File: src/tsi_defs.svh
`ifndef TSI_DEFS_SVH
`define TSI_DEFS_SVH
// Overview of operation
// - Two request sources only: timer zero overflow and the external pin.
// - Taking an interrupt clears the global enable.
// - Return from service sets the global enable again.
// - Taking an interrupt lowers the stack level bits by one and jumps to vector 8.
// - Enable mask bit 0 gates the external pin request, reset 0, RW.
// - Enable mask bit 5 gates the timer request, reset 0, RW.
// - A source event sets its request flag.
// - Flags stay set until software clears them by a write.
// - Request flags sit at bit 0 (pin) and bit 5 (timer), reset 0, RW.
// - Global enable is bit 7 of the stack register, reset 0, gates all.
// - A pin trigger sets its flag even while its enable is 0.
// - Vectoring needs a set flag together with its set enable bit.
// - Timer overflow sets its flag regardless of its enable.
// - Edge field bits 4:3: 01 rising, 10 falling, 11 both, 00 reserved.
// - Save copies accumulator and flags, restore reloads; two flag bits excluded.
// - The save buffer is one entry; a second save overwrites it.
// - An external pin event wakes the chip from power-down.
// - Port 0 wakeup is always enabled, with no software enable bit.
`define TSI_OFS_EDGE 8'hBF
`define TSI_OFS_REQ 8'hC8
`define TSI_OFS_EN 8'hC9
`define TSI_OFS_STK 8'hDF
`define TSI_BIT_PIN 0
`define TSI_BIT_TMR 5
`define TSI_BIT_GIE 7
`define TSI_EDGE_LO 3
`define TSI_EDGE_HI 4
`define TSI_VECTOR 12'h008
`define TSI_STK_RST 2'h3
`define TSI_EDGE_RST 2'h2
`define TSI_FLAG_KEEP 8'h3F
`endif

File: src/tsi_pkg.sv
package tsi_pkg;
  typedef enum logic [1:0] {TSI_IDLE, TSI_DONE} tsi_bus_st_t;
  typedef struct packed {
    logic [1:0] edge_sel;
    logic pin_en;
    logic tmr_en;
    logic pin_flag;
    logic tmr_flag;
    logic global_irq_enable;
    logic [1:0] stk;
    logic [7:0] save_acc;
    logic [7:0] save_flags;
    logic pin_s1;
    logic pin_s2;
    logic pin_s3;
    tsi_bus_st_t bus_st;
    logic [31:0] rdata;
    logic take;
    logic [11:0] pc;
    logic [7:0] acc_out;
    logic [7:0] flags_out;
    logic restore;
    logic wake;
  } tsi_state_t;
endpackage : tsi_pkg

File: src/tsi_unit.sv
`timescale 1ns/100ps
`include "tsi_defs.svh"
module tsi_unit
  import tsi_pkg::*;
#(
  parameter int ADDR_W = 8,
  parameter int PC_W = 12
)(
  // Clock and reset.
  input wire logic clk_sys,
  input wire logic rstn,
  // Avalon-MM slave.
  input wire logic [ADDR_W-1:0] avs_address,
  input wire logic avs_read,
  input wire logic avs_write,
  input wire logic [31:0] avs_writedata,
  input wire logic [3:0] avs_byteenable,
  output logic [31:0] avs_readdata,
  output logic avs_waitrequest,
  // Sources.
  input wire logic timer_zero_overflow,
  input wire logic ext_pin,
  // Core side.
  input wire logic core_ack,
  input wire logic return_from_service,
  input wire logic save_req,
  input wire logic restore_req,
  input wire logic [7:0] accumulator,
  input wire logic [7:0] program_flags,
  input wire logic powered_down,
  output logic irq_take,
  output logic [PC_W-1:0] vector_pc,
  output logic [1:0] stack_level_bits,
  output logic [7:0] restore_acc,
  output logic [7:0] restore_flags,
  output logic restore_valid,
  output logic wake_req
);
  initial
  begin
    if (ADDR_W < 8 || PC_W != 12)
      $error("Unsupported parameters.");
  end

  tsi_state_t s_q, s_d;
  logic pin_rise, pin_fall, pin_evt, wr, rd, pend;

  ////////////////////////////////////////////////////////////////////////////
  // Next state.
  always_comb
  begin
    s_d = s_q;
    s_d.pin_s1 = ext_pin;
    s_d.pin_s2 = s_q.pin_s1;
    s_d.pin_s3 = s_q.pin_s2;
    pin_rise = s_q.pin_s2 & ~s_q.pin_s3;
    pin_fall = ~s_q.pin_s2 & s_q.pin_s3;
    pin_evt = 1'b0;
    unique case (s_q.edge_sel)
      2'b01: pin_evt = pin_rise;
      2'b10: pin_evt = pin_fall;
      2'b11: pin_evt = pin_rise | pin_fall;
      2'b00: pin_evt = 1'b0;
    endcase
    wr = avs_write & (s_q.bus_st == TSI_IDLE) & avs_byteenable[0];
    rd = avs_read & (s_q.bus_st == TSI_IDLE);
    s_d.bus_st = (avs_read | avs_write) && s_q.bus_st == TSI_IDLE ? TSI_DONE : TSI_IDLE;
    if (rd)
    begin
      s_d.rdata = 32'h0;
      unique case (avs_address[7:0])
        `TSI_OFS_EDGE: s_d.rdata[`TSI_EDGE_HI:`TSI_EDGE_LO] = s_q.edge_sel;
        `TSI_OFS_EN:
        begin
          s_d.rdata[`TSI_BIT_PIN] = s_q.pin_en;
          s_d.rdata[`TSI_BIT_TMR] = s_q.tmr_en;
        end
        `TSI_OFS_REQ:
        begin
          s_d.rdata[`TSI_BIT_PIN] = s_q.pin_flag;
          s_d.rdata[`TSI_BIT_TMR] = s_q.tmr_flag;
        end
        `TSI_OFS_STK:
        begin
          s_d.rdata[`TSI_BIT_GIE] = s_q.global_irq_enable;
          s_d.rdata[1:0] = s_q.stk;
        end
        default: s_d.rdata = 32'h0;
      endcase
    end
    if (wr)
    begin
      unique case (avs_address[7:0])
        `TSI_OFS_EDGE: s_d.edge_sel = avs_writedata[`TSI_EDGE_HI:`TSI_EDGE_LO];
        `TSI_OFS_EN:
        begin
          s_d.pin_en = avs_writedata[`TSI_BIT_PIN];
          s_d.tmr_en = avs_writedata[`TSI_BIT_TMR];
        end
        `TSI_OFS_REQ:
        begin
          s_d.pin_flag = avs_writedata[`TSI_BIT_PIN];
          s_d.tmr_flag = avs_writedata[`TSI_BIT_TMR];
        end
        `TSI_OFS_STK:
        begin
          s_d.global_irq_enable = avs_writedata[`TSI_BIT_GIE];
          s_d.stk = avs_writedata[1:0];
        end
        default: s_d.rdata = s_q.rdata;
      endcase
    end
    if (pin_evt)
      s_d.pin_flag = 1'b1;
    if (timer_zero_overflow)
      s_d.tmr_flag = 1'b1;
    pend = (s_q.pin_flag & s_q.pin_en) | (s_q.tmr_flag & s_q.tmr_en);
    s_d.take = 1'b0;
    if (s_q.global_irq_enable && pend && core_ack && !s_q.take)
    begin
      s_d.take = 1'b1;
      s_d.global_irq_enable = 1'b0;
      s_d.stk = s_q.stk - 2'h1;
      s_d.pc = `TSI_VECTOR;
    end
    else if (return_from_service)
    begin
      s_d.global_irq_enable = 1'b1;
      s_d.stk = s_q.stk + 2'h1;
    end
    if (save_req)
    begin
      s_d.save_acc = accumulator;
      s_d.save_flags = program_flags & `TSI_FLAG_KEEP;
    end
    s_d.restore = restore_req;
    if (restore_req)
    begin
      s_d.acc_out = s_q.save_acc;
      s_d.flags_out = s_q.save_flags;
    end
    s_d.wake = powered_down & (s_q.pin_s2 ^ s_q.pin_s3);
  end

  ////////////////////////////////////////////////////////////////////////////
  // State register.
  always_ff @(posedge clk_sys or negedge rstn)
  begin
    if (!rstn)
    begin
      s_q <= '0;
      s_q.stk <= `TSI_STK_RST;
      s_q.edge_sel <= `TSI_EDGE_RST;
      s_q.bus_st <= TSI_IDLE;
    end
    else
      s_q <= s_d;
  end

  ////////////////////////////////////////////////////////////////////////////
  // Outputs.
  assign avs_readdata = s_q.rdata;
  assign avs_waitrequest = ~(s_q.bus_st == TSI_DONE);
  assign irq_take = s_q.take;
  assign vector_pc = s_q.pc;
  assign stack_level_bits = s_q.stk;
  assign restore_acc = s_q.acc_out;
  assign restore_flags = s_q.flags_out;
  assign restore_valid = s_q.restore;
  assign wake_req = s_q.wake;
endmodule : tsi_unit
File: config.mk
export PLATFORM = sky130hd
export DESIGN_NAME = tsi_unit
export DESIGN_NICKNAME = d
export VERILOG_FILES = /design/src/tsi_pkg.sv /design/src/tsi_unit.sv
export VERILOG_INCLUDE_DIRS = /design/src
export SDC_FILE = /design/constraint.sdc
export NUM_CORES = 1
export LEC_CHECK = 0
export BUFFER_PORTS_ARGS = -buffer_cell sky130_fd_sc_hd__buf_2
export CORE_ASPECT_RATIO = 2
export CORE_MARGIN = 2
export CORE_UTILIZATION = 41
export CTS_CLUSTER_DIAMETER = 200
export DETAILED_ROUTE_END_ITERATION = 16
export PLACE_DENSITY = 0.85
export SLEW_MARGIN = 10
export SYNTH_ARGS = -nofsm -noshare
export SYNTH_HDL_FRONTEND = slang
export SYNTH_SLANG_ARGS = --single-unit
File: constraint.sdc
create_clock -name clk_sys -period 1.6 [get_ports clk_sys]
set_clock_uncertainty 0.2 [all_clocks]
set_input_delay 0.16 -clock clk_sys [delete_from_list [all_inputs] [get_ports clk_sys]]
set_output_delay 0.16 -clock clk_sys [all_outputs]
set_load 0.05 [all_outputs]
# --- Yosys cells after proc, flatten, opt, wreduce, memory -nomap -nowiden ---
# Index checks and enable logic that the tools add are counted.
# Widths: inputs -> output; s select.
totals:
  reg_bits: 77
  input_bits: 71
  out_inout_bits: 66
  wordCells: 83
classes:
  n_mux: 18
  n_eq_ne: 9
  reduce_logical: 19
  n_bitwise: 15
  add_sub_neg: 2
op_table:
  columns: ["op", "count"]
  rows:
  - ["$mux 32", 3]
  - ["$eq 8x8->1 const B", 4]
  - ["$mux 13", 1]
  - ["$reduce_and 2->1", 5]
  - ["$mux 3", 3]
  - ["$and 1x1->1", 8]
  - ["$reduce_bool 2->1", 4]
  - ["$reduce_bool 3->1", 2]
  - ["$mux 1", 5]
  - ["$mux 5", 1]
  - ["$eq 2x2->1 const B", 2]
  - ["$logic_and 1x1->1", 4]
  - ["$logic_not 2->1", 2]
  - ["$mux 2", 2]
  - ["$pmux 1 s4", 1]
  - ["$reduce_or 4->1", 1]
  - ["$not 1->1", 3]
  - ["$or 1x1->1", 3]
  - ["$pmux 1 s3", 1]
  - ["$add 2x1->2 const B", 1]
  - ["$eq 2x1->1 const B", 1]
  - ["$ne 2x2->1 const B", 1]
  - ["$pmux 1 s2", 1]
  - ["$sub 2x1->2 const B", 1]
  - ["other kinds (3)", 3]

# --- Depth between registers and ports, before layout ---
# Gate-level depths: netlist of the first run.
depth:
  ltp_word: 7
  ltp_mapped: 6
  mapped_depth_nobuf: 6

# --- Worst setup path after synthesis of the first run ---
# OpenSTA, ideal clock, no wires.
synth_timing:
  path_type: "flip-flop to flip-flop"
  start: "register s_q[63] (netlist bit)"
  end: "register s_q, in the netlist avs_readdata[0]"
  setup_time_ns: 0.127
  stages_incl_launch_ff: 5
  slack_ns: -0.112
  n_path_buf: 1
  arrival_time_ns: 1.385
  period_less_slack_ns: 1.712
  required_ns: 1.273
  cell_sequence: "dfrtp_1 inv_1 o311a_1 buf_4 mux2_1"
synth_via:
  elab_chain_cells: 5
  word_cells_on_any_way: 8
  classes_between: "eq/ne: 1; mux: 3; bitwise: 3; reduce/logical: 1"
synth_lines:
  columns: ["item", "line", "text"]
  rows:
  - ["from (decl)", "tsi_unit.sv:45", "tsi_state_t s_q, s_d;"]
  - ["$logic_not 2->1 *", "tsi_unit.sv:65, tsi_unit.sv:66", null]
  - ["$and 1x1->1", "tsi_unit.sv:66", "rd = avs_read & (s_q.bus_st == TSI_IDLE);"]
  - ["$mux 32", "tsi_unit.sv:68", "if (rd)"]
  - ["$mux 32", "tsi_unit.sv:93", "unique case (avs_address[7:0])"]
  - ["$mux 32", "tsi_unit.sv:91", "if (wr)"]
# Every way passes the cells marked *; elsewhere a longest branch is shown, timed or not. The select of a mux whose other input is x is not followed.
# A chain may end at the register's enable or synchronous reset.

# --- Final worst setup path of the first run ---
layout_timing:
  start: "register s_q[63] (netlist bit)"
  end: "register s_q, in the netlist stack_level_bits[1]"
layout_via:
  elab_chain_cells: 5
layout_lines:
  columns: ["item", "line", "text"]
  rows:
  - ["$logic_not 2->1", "tsi_unit.sv:65", "wr = avs_write & (s_q.bus_st == TSI_IDLE) & avs_byteenable[0];"]
  - ["$and 1x1->1 (2 in a row)", "tsi_unit.sv:65", null]
  - ["$reduce_bool 3->1 (no source line)", null, null]
  - ["$reduce_and 2->1 (no source line)", null, null]
# Every way passes these cells.

==> results.md, run 1 <==
- Status: finished, violations left
- Violated checks: negative setup slack
- Initial antenna violation count: 0
- DRC violations left: 0
- Pre-antenna DRT Iters: 4
- Clk buf depth: 2
- Multi-input logic area: 1040 um^2
- HP Start: return_from_service
- Post-synth ARST share: 100%
- Register area share after synthesis: between 40% and 50%
- Min-Delay Path Class: in2reg
- Post-synth EDFFs: 0
- Dpl cells: between 300 and 400
- Critical path arrival: between 1500 and 2000 ps
- Clock Power Share: 29.6%
- Reg2reg setup slack: -90 ps
- Commonest cells post-synth: buf_4, dfrtp_1, mux2_2, inv_1, nand2_1
- Cell Area, Synth: ~2600 um^2
- Maxcap violations: 0
- Synth area leaders: dfrtp_1, buf_4, mux2_2
- FF+latch count, synth: 51
- Worst stage delay on the critical path: roughly 450 ps
- Diodes inserted: 0
- Top delay family on crit path: simple AND/OR/NAND/NOR gates
- RSZ-0062 raised after global routing: yes
- Core Footprint: 6260 um^2
- FF/Latch Area: 1280 um^2
- Avg Vias per Cell: 4.55
- Final Util: 53.7%
- Die H: 118 um
- Final Setup Violations: 5
- Cts bufs inserted: 5
- DRT iter0 DRCs: 78
- F_max: between 500 and 600 MHz
- DP HPWL: 3740 um
- Period utilization: 106%
- Setup CP Type: reg2reg
- Initial Util: about 42%
- Clock-pin slew on the worst setup and hold paths: 60 ps
- Top cell type's share of synthesized area: between 40% and 50%
- TritonCTS clock tree: done
- Ys Warns: 0
- Largest net degree at the start of global routing: 52
- WP data required: roughly 1600 ps
- Count leader, synth: buf_4
- Share of layout cells above drive strength 1: 44.7%
- First-pass GRT wire length: 8230 um
- Crit start category: register
- Cell chain of the critical path: nand3b_4 -> or3_4 -> o311ai_4 -> a211oi_2
- Fin. max-slew vios: 0
- Crit. Startpoint: s_q[63]$_DFF_PN0_
- Placed cell area: 2880 um^2
- I/O Buffers: 66
- # IOs: 137
- Fillers: ~530
- Vias in the first global route: 1920
- Cell count after synthesis: roughly 220
- Die area: 7140 um^2
- Critical Path Sink Type: register
- Sw Share: about a third
- GR Overflow Total: 0
- R2R Path Start: s_q[63]$_DFF_PN0_
- Drt total wl: 5150 um
- WP buf/inv: 0
- Sink Count: around 50
- CP max FO: 8
- Post-route cell area: 3360 um^2
- Slowest-stage cell, CP: or3_4
- ANT nets after route: 0
- Comb power frac: about 29%
- Clock Root Buffer: clkbuf_16
- Seq pwr share: 41.6%
- FP Rows: 41
- Synth area leader: dfrtp_1
- Final Hold Fails: 0
- Clk Latency, worst-skew pair: just under 300 ps
- Detailed-route via count: 1806
- P&R area growth vs syn: 27.2%
- GP Congestion: approximately 0.77
- Slack of the critical path: -90.1 ps
- Post-DR wirelength/cell: 13.0 um
- CTS H-tree depth: 2
- Ys flop type: dfrtp_1
- Minimum clock period: 1690 ps
- Netlist cell types: 36
- Final std cells w/o fill: ~400
- Pwr Density: roughly 1100 nW/um^2
- Leak Pwr: approximately 1.6 nW
- Tot Pwr: 3.63 mW
- Syn Area/Cell: 11.9 um^2
- Gr usage total: 15.3%
- P_int: 2.38 mW
- Peak supply drop: around 0.00093 V
- Psw: 1.24 mW
- Die width: 60.8 um
- Fin nets: 383
==> flip-flops by register name (all words and copies together) (netlist names) <==
name and cells:
avs_readdata 6, irq_take 1, restore_acc 8, restore_flags 6, restore_valid 1, s_d 2, s_q 23, stack_level_bits 2
vector_pc 1, wake_req 1
==> layout make-up <==
cell class                 count  area share (%)
clock inverter                 2           0.484
multi-input combinational    133            31.0
sequential                    51            38.1
timing repair buffer         109            21.8
inverter                      10            1.23
tap                           86            3.20
clock buffer                   6            4.13
==> worst register-to-register path, delay by kind of cell, from the launching register on <==
family,cells,cell delay (ps)
and+or+nand+nor,2,690
AOI/OAI and AO/OA,2,350
DFF,1,380
==> path summary, 6_finish.rpt <==
kind / depth (start not counted) / endpoint
setup / recovery: 4 / stack_level_bits[1]$_DFFE_PN1P_
hold / removal: 3 / stack_level_bits[0]$_DFFE_PN1P_
setup reg to reg: 4 / stack_level_bits[1]$_DFFE_PN1P_
hold reg to reg: 0 / s_d[65]$_DFF_PN0_
max in group asynchronous: 3 / s_q[92]$_DFFE_PN1P_
min in group asynchronous: 3 / restore_valid$_DFF_PN0_
==> repair_timing <==
action / 4_1_cts / 5_1_grt
pin swaps: 5 / 5
hold endpoints to repair: 76 / 0
endpoints found under the setup margin: 7 / 15
setup buffers: 1 / 0
hold buffers: 26 / 0
gates resized for setup: 5 / 4
==> cells by family (layout without fill, tap and decap cells) <==
logic type	after synthesis	count (layout)	synth area share (%)
buf+inv	76	127	19.8
flops	51	51	48.5
mux	43	43	18.0
simple gates	36	36	8.62
compound gates	12	12	3.79
fa+ha+maj	2	2	0.947
other cells	1	39	0.142
xor+xnor	1	1	0.332
==> power groups by stage <==
stage	combinational [mW]	clock (mW)	sequential, mW
global placement	0.931	0	1.52
global route	1.10	1.16	1.53
detailed placement	0.947	0	1.53
finish	1.04	1.07	1.51
floorplan	0.889	0	1.52
CTS	1.01	1.12	1.51
==> layout by cell type, fill, tap and decap left out, types with 2 or more instances in the layout <==
cell type	netlist	routed
nand2_1	9	9
nor3_1	4	4
ha_1	2	2
or3_4	0	3
mux2_2	31	31
buf_4	63	17
o211ai_1	2	2
clkinvlp_4	0	2
nand4_1	2	2
nor2b_1	2	2
dlygate4sd3_1	0	26
conb_1	1	39
a21oi_1	2	2
buf_2	0	65
nor2_1	6	6
nand2b_1	2	2
inv_1	10	9
mux2i_1	8	8
mux2_1	4	4
clkbuf_16	0	5
dfstp_2	3	3
dfrtp_1	48	47
==> per-stage QoR <==
| step | setup WS, ps | setup TNS [ps] | hold slack (ps) |
|---|---|---|---|
| after floorplan | -52.8 | -117 | -336 |
| after global placement | -161 | -1170 | -33.1 |
| after detailed placement | -209 | -1650 | -28.4 |
| after CTS | -61.6 | -230 | 18.3 |
| after global routing | -151 | -1010 | 65.5 |
| final | -90.1 | -227 | 51.6 |
==> layer usage <==
layer,part of all wire (%),vias to the layer above,GRT usage [%]
met3,6.7,21,3.96
met2,59,100,28.5
met4,3.5,0,8.56
met1,31,859,13.4
met5,0,-,0
li1,-,826,-
(Power assumes the default switching activity.)
==> run 2, diff against run 1 <==
CELL_PAD_IN_SITES_DETAIL_PLACEMENT = 0   (was unset)
CELL_PAD_IN_SITES_GLOBAL_PLACEMENT = 1   (was unset)
CORE_UTILIZATION = 30   (was 41)
PLACE_DENSITY = 0.84   (was 0.85)
==> run 2 against run 1 <==
Effect of this change: clock-buffer cell count unchanged; register-to-register slack improved by 20 ps; non-clock buffer count increased by 5; utilization decreased by 14 points; via count decreased by 0.11%; sequential share of layout area decreased by 0.75 points; critical endpoint is now s_q[86]$_DFFE_PN0P_; flip-flop and latch count unchanged; fmax increased by 1.4%; the run still ends with negative setup slack left; sequential power about the same; clock power decreased by 5%.
==> results.md, run 2 (synthesis results as in run 1) <==
- CTS H-tree depth: 2
- Vias in the first global route: 1910
- Setup CP Type: reg2reg
- Maxcap violations: 0
- Critical Path Sink Type: register
- Pre-CTS WS: -264 ps
- Commonest non-fill, non-tap cell in the layout: buf_2
- Initial Util: 30.8%
- Final Setup Violations: 3
- Die H: 137 um
- Die width: 70.4 um
- Final Hold Fails: 0
- Crit start category: register
- Pwr Density: 1050 nW/um^2
- Largest net degree at the start of global routing: 38
- ANT nets after route: 0
- DRC violations left: 0
- Post-DR wirelength/cell: 12.9 um
- Hold slack: about 30 ps
- Critical path arrival: roughly 1600 ps
- CP max FO: 6
- Die area: about 9600 um^2
- P&R area growth vs syn: 29.7%
- Clk buf depth: 2
- Leak Pwr: 1.65 nW
- Post-route cell area: 3430 um^2
- I/O Buffers: 66
- Minimum clock period: 1670 ps
- DRT iter0 DRCs: 23
- Gr usage total: between 10% and 20%
- Violated checks: negative setup slack
- GR Overflow Total: 0
- Initial antenna violation count: 0
- Commonest non-fill, non-tap cells in the layout: buf_2, dfrtp_1, conb_1, mux2_2, dlygate4sd3_1
- Cts bufs inserted: 5
- Pre-antenna DRT Iters: 4
- Clock-pin slew on the worst setup and hold paths: 60 ps
- Drt total wl: 5380 um
- Placed cell area: 2930 um^2
- # IOs: 137
- Final Util: 39.9%
- F_max: approximately 600 MHz
- Avg Vias per Cell: ~4.3
- FP Rows: 48
- Fin. max-slew vios: 0
- Sink Count: 51
- First-pass GRT wire length: approximately 8600 um
- Status: finished, violations left
- Max FFs per register: 23
- DP HPWL: just under 4000 um
- GP Congestion: 0.882
- Tot Pwr: 3.58 mW
- Slack of the critical path: -67.5 ps
- Period utilization: 104%
- Peak supply drop: 0.000616 V
- Core Footprint: roughly 8600 um^2
- Fillers: 846
- Fin nets: 388
- Share of layout cells above drive strength 1: 45.9%
- TritonCTS clock tree: done
- Most flops, register: s_q
- Diodes inserted: 0
- Min-Delay Path Class: in2reg
- Clk Latency, worst-skew pair: 280 ps
- Clock Root Buffer: clkbuf_16
- Detailed-route via count: between 1500 and 2000
- WP data required: 1570 ps
- RSZ-0062 raised after global routing: yes
## run 2: changes by cell type in the layout (fill, tap and decap cells not counted), sizes merged
cell | previous run | this run
buf | 83 | 88
## run 2: per-layer routing
| layer | part of all wire, % | global-route usage, % |
|---|---|---|
| met5 | 0 | 0 |
| met1 | 33 | 10.7 |
| met4 | 3.6 | 6.94 |
| met3 | 6.9 | 2.58 |
| met2 | 56 | 22.4 |
## run 2: timing repair
item / CTS / global route
pin swaps: 4 / 4
resized for setup: 7 / 5
buffers inserted: 2 / 0
endpoints found under the setup margin: 6 / 15
endpoints found under the hold margin: 73 / 0
hold buffers: 26 / 0
## run 2: layout make-up
type / count / area (um^2) / share of cell area (%)
repair buffers: 114 / 785 / 22.9
clock buffers: 6 / 129 / 3.76
flip-flops and latches: 51 / 1280 / 37.4
multi-input cells: 133 / 1050 / 30.7
inverters: 10 / 41.3 / 1.20
clock inverters: 2 / 12.5 / 0.365
well taps: 100 / 125 / 3.65
## run 2: final timing paths
path                                      from                               to  slack, ps  depth (start not counted)
max reg2reg                  s_q[63]$_DFF_PN0_              s_q[86]$_DFFE_PN0P_        -70                          4
min in group asynchronous                 rstn         vector_pc[3]$_DFFE_PN0P_        110                          2
min reg2reg                  s_d[66]$_DFF_PN0_                s_d[65]$_DFF_PN0_        150                          0
min                        return_from_service  stack_level_bits[0]$_DFFE_PN1P_         30                          3
max in group asynchronous                 rstn              s_q[92]$_DFFE_PN1P_        500                          3
max                          s_q[63]$_DFF_PN0_              s_q[86]$_DFFE_PN0P_        -70                          4
## run 2: critical path: stages, from the launching register on
cell      delay, ps
dfrtp_1         370
nand3b_4        220
nor3_1          380
mux2i_1         290
a21oi_1         100
## run 2: per-stage QoR
stage               TNS [ps]  instances
floorplan               -117        260
global placement       -1960        380
detailed placement     -2390        380
CTS                     -180        416
global route            -765        416
finish                  -116        416
## run 2: power by group
group | switching (mW) | leakage [nW] | total (mW) | internal, mW
clock | 0.446 | 0.0669 | 1.02 | 0.577
sequential | 0.0804 | 0.608 | 1.51 | 1.43
combinational | 0.718 | 0.980 | 1.05 | 0.333
==> run 3, diff against run 2 <==
MAX_ROUTING_LAYER = met4   (was unset)
==> run 3 against run 2 <==
Effect of this change: the flow still finishes with violations (negative setup slack); flip-flop and latch count is the same; clock power is essentially flat; global-route usage grew 0.35 points; worst hold slack gained 2.1 ps; critical path depth is the same; die area is the same; via count grew 0.17%; power is essentially flat; non-clock buffer count is the same; sequential share of layout area is the same; final cell count is the same; critical endpoint unchanged; largest power group unchanged.
==> results.md, run 3 (synthesis results as in run 1) <==
- Status: finished, violations left
- Violated checks: negative setup slack
- P&R area growth vs syn: 29.7%
- Peak supply drop: 0.000616 V
- WP data required: ~1600 ps
- Crit start category: register
- Critical Path Sink Type: register
- Fin nets: 388
- FP Rows: between 40 and 50
- Vias in the first global route: approximately 1900
- Min-Delay Path Class: in2reg
- Largest net degree at the start of global routing: 38
- First-pass GRT wire length: about 8700 um
- Post-DR wirelength/cell: 12.9 um
- I/O Buffers: 66
- Pre-CTS WS: -264 ps
- Clock Root Buffer: clkbuf_16
- HP Start: return_from_service
- Core Footprint: 8590 um^2
- DRC violations left: 0
- Slowest-stage cell, CP: dfrtp_1
- Slack of the critical path: -63.7 ps
- Cts bufs inserted: 5
- Minimum clock period: about 1700 ps
- F_max: 601 MHz
- Avg Vias per Cell: 4.34
- Commonest non-fill, non-tap cell in the layout: buf_2
- Critical path arrival: 1630 ps
- RSZ-0062 raised after global routing: yes
- Clk Latency, worst-skew pair: 280 ps
- Leak Pwr: 1.65 nW
- ANT nets after route: 0
- Worst stage delay on the critical path: roughly 370 ps
- Max FFs per register: 23
- TritonCTS clock tree: done
- Die area: 9620 um^2
- Initial Util: slightly above 30%
- Crit. Startpoint: s_q[63]$_DFF_PN0_
- Most flops, register: s_q
- Clk buf depth: 2
- Cell chain of the critical path: nand3b_4 -> nor3_1 -> mux2i_1 -> a21oi_1
- Clock-pin slew on the worst setup and hold paths: 60 ps
- Die width: 70.4 um
- WP buf/inv: 0
- Setup CP Type: reg2reg
- DRT iter0 DRCs: 19
- Detailed-route via count: 1807
- Period utilization: 104%
- GP Congestion: about 0.90
- Gr usage total: 12.0%
- Final Setup Violations: 3
- Die H: 137 um
- CP max FO: 6
- Share of layout cells above drive strength 1: 45.9%
- Pre-antenna DRT Iters: 2
- Initial antenna violation count: 0
- # IOs: 137
- Fin. max-slew vios: 0
- Top delay family on crit path: simple AND/OR/NAND/NOR gates
- CTS H-tree depth: 2
- Commonest non-fill, non-tap cells in the layout: buf_2, dfrtp_1, conb_1, mux2_2, dlygate4sd3_1
- DP HPWL: 3910 um
- Pwr Density: 1050 nW/um^2
- Maxcap violations: 0
- Sink Count: 51
- R2R Path Start: s_q[63]$_DFF_PN0_
- Placed cell area: 2930 um^2
- Drt total wl: 5370 um
- Diodes inserted: 0
- GR Overflow Total: 0
- Final Hold Fails: 0
- Setup TNS: -113 ps
- Post-route cell area: 3430 um^2
run 3: cell counts in the layout (fill, tap and decap cells not counted):
No cell type changed its count.
run 3: cell type report:
type	count	area, um^2
Clock buffer	6	129
Clock inverter	2	12.5
Fill cell	846	5160
Inverter	10	41.3
Multi-Input combinational cell	133	1050
Sequential cell	51	1280
Tap cell	100	125
Timing Repair Buffer	114	785
run 3: final timing paths:
check	end	slack [ps]	cells past startpoint
max reg2reg	s_q[86]$_DFFE_PN0P_	-60	4
max in group asynchronous	s_q[92]$_DFFE_PN1P_	500	3
min in group asynchronous	vector_pc[3]$_DFFE_PN0P_	110	2
min reg2reg	s_d[65]$_DFF_PN0_	150	0
max	s_q[86]$_DFFE_PN0P_	-60	4
min	stack_level_bits[0]$_DFFE_PN1P_	30	3
run 3: per-stage QoR:
stage | total power [mW] | hold WS [ps] | std cells | utilization [%]
finish | 3.58 | 31.8 | 416 | 39.9
global route | 3.77 | 53.2 | 416 | 39.9
CTS | 3.65 | 21.7 | 416 | 39.7
detailed placement | 2.49 | -103 | 380 | 34.1
global placement | 2.47 | -114 | 380 | 34.1
floorplan | 2.41 | -336 | 260 | -
run 3: tightest hold or removal path, delay by kind of cell:
kind	cells	cell delay (ps)
buf+inv	1	150
simple gates	1	110
compound gates	1	90
run 3: report_power, final:
part | leakage [nW] | switching [mW] | total, mW | internal, mW
sequential | 0.608 | 0.0803 | 1.51 | 1.43
clock | 0.0669 | 0.446 | 1.02 | 0.577
combinational | 0.980 | 0.719 | 1.05 | 0.333
total | 1.65 | 1.24 | 3.58 | 2.34
run 3: per-layer routing:
metal / global-route usage, % / vias up / routed length [um]
met5: - / - / 0
met4: 6.94 / 0 / 199
met3: 2.50 / 15 / 356
met2: 22.4 / 92 / 3000
met1: 10.9 / 865 / 1810
li1: - / 835 / -
run 3: what timing repair did:
| action | in CTS | in global routing |
|---|---|---|
| hold endpoints to repair | 73 | 0 |
| gates resized for setup | 7 | 5 |
| setup buffers | 2 | 0 |
| setup endpoints to repair | 6 | 15 |
| pin swaps | 4 | 4 |
| hold buffers | 26 | 0 |
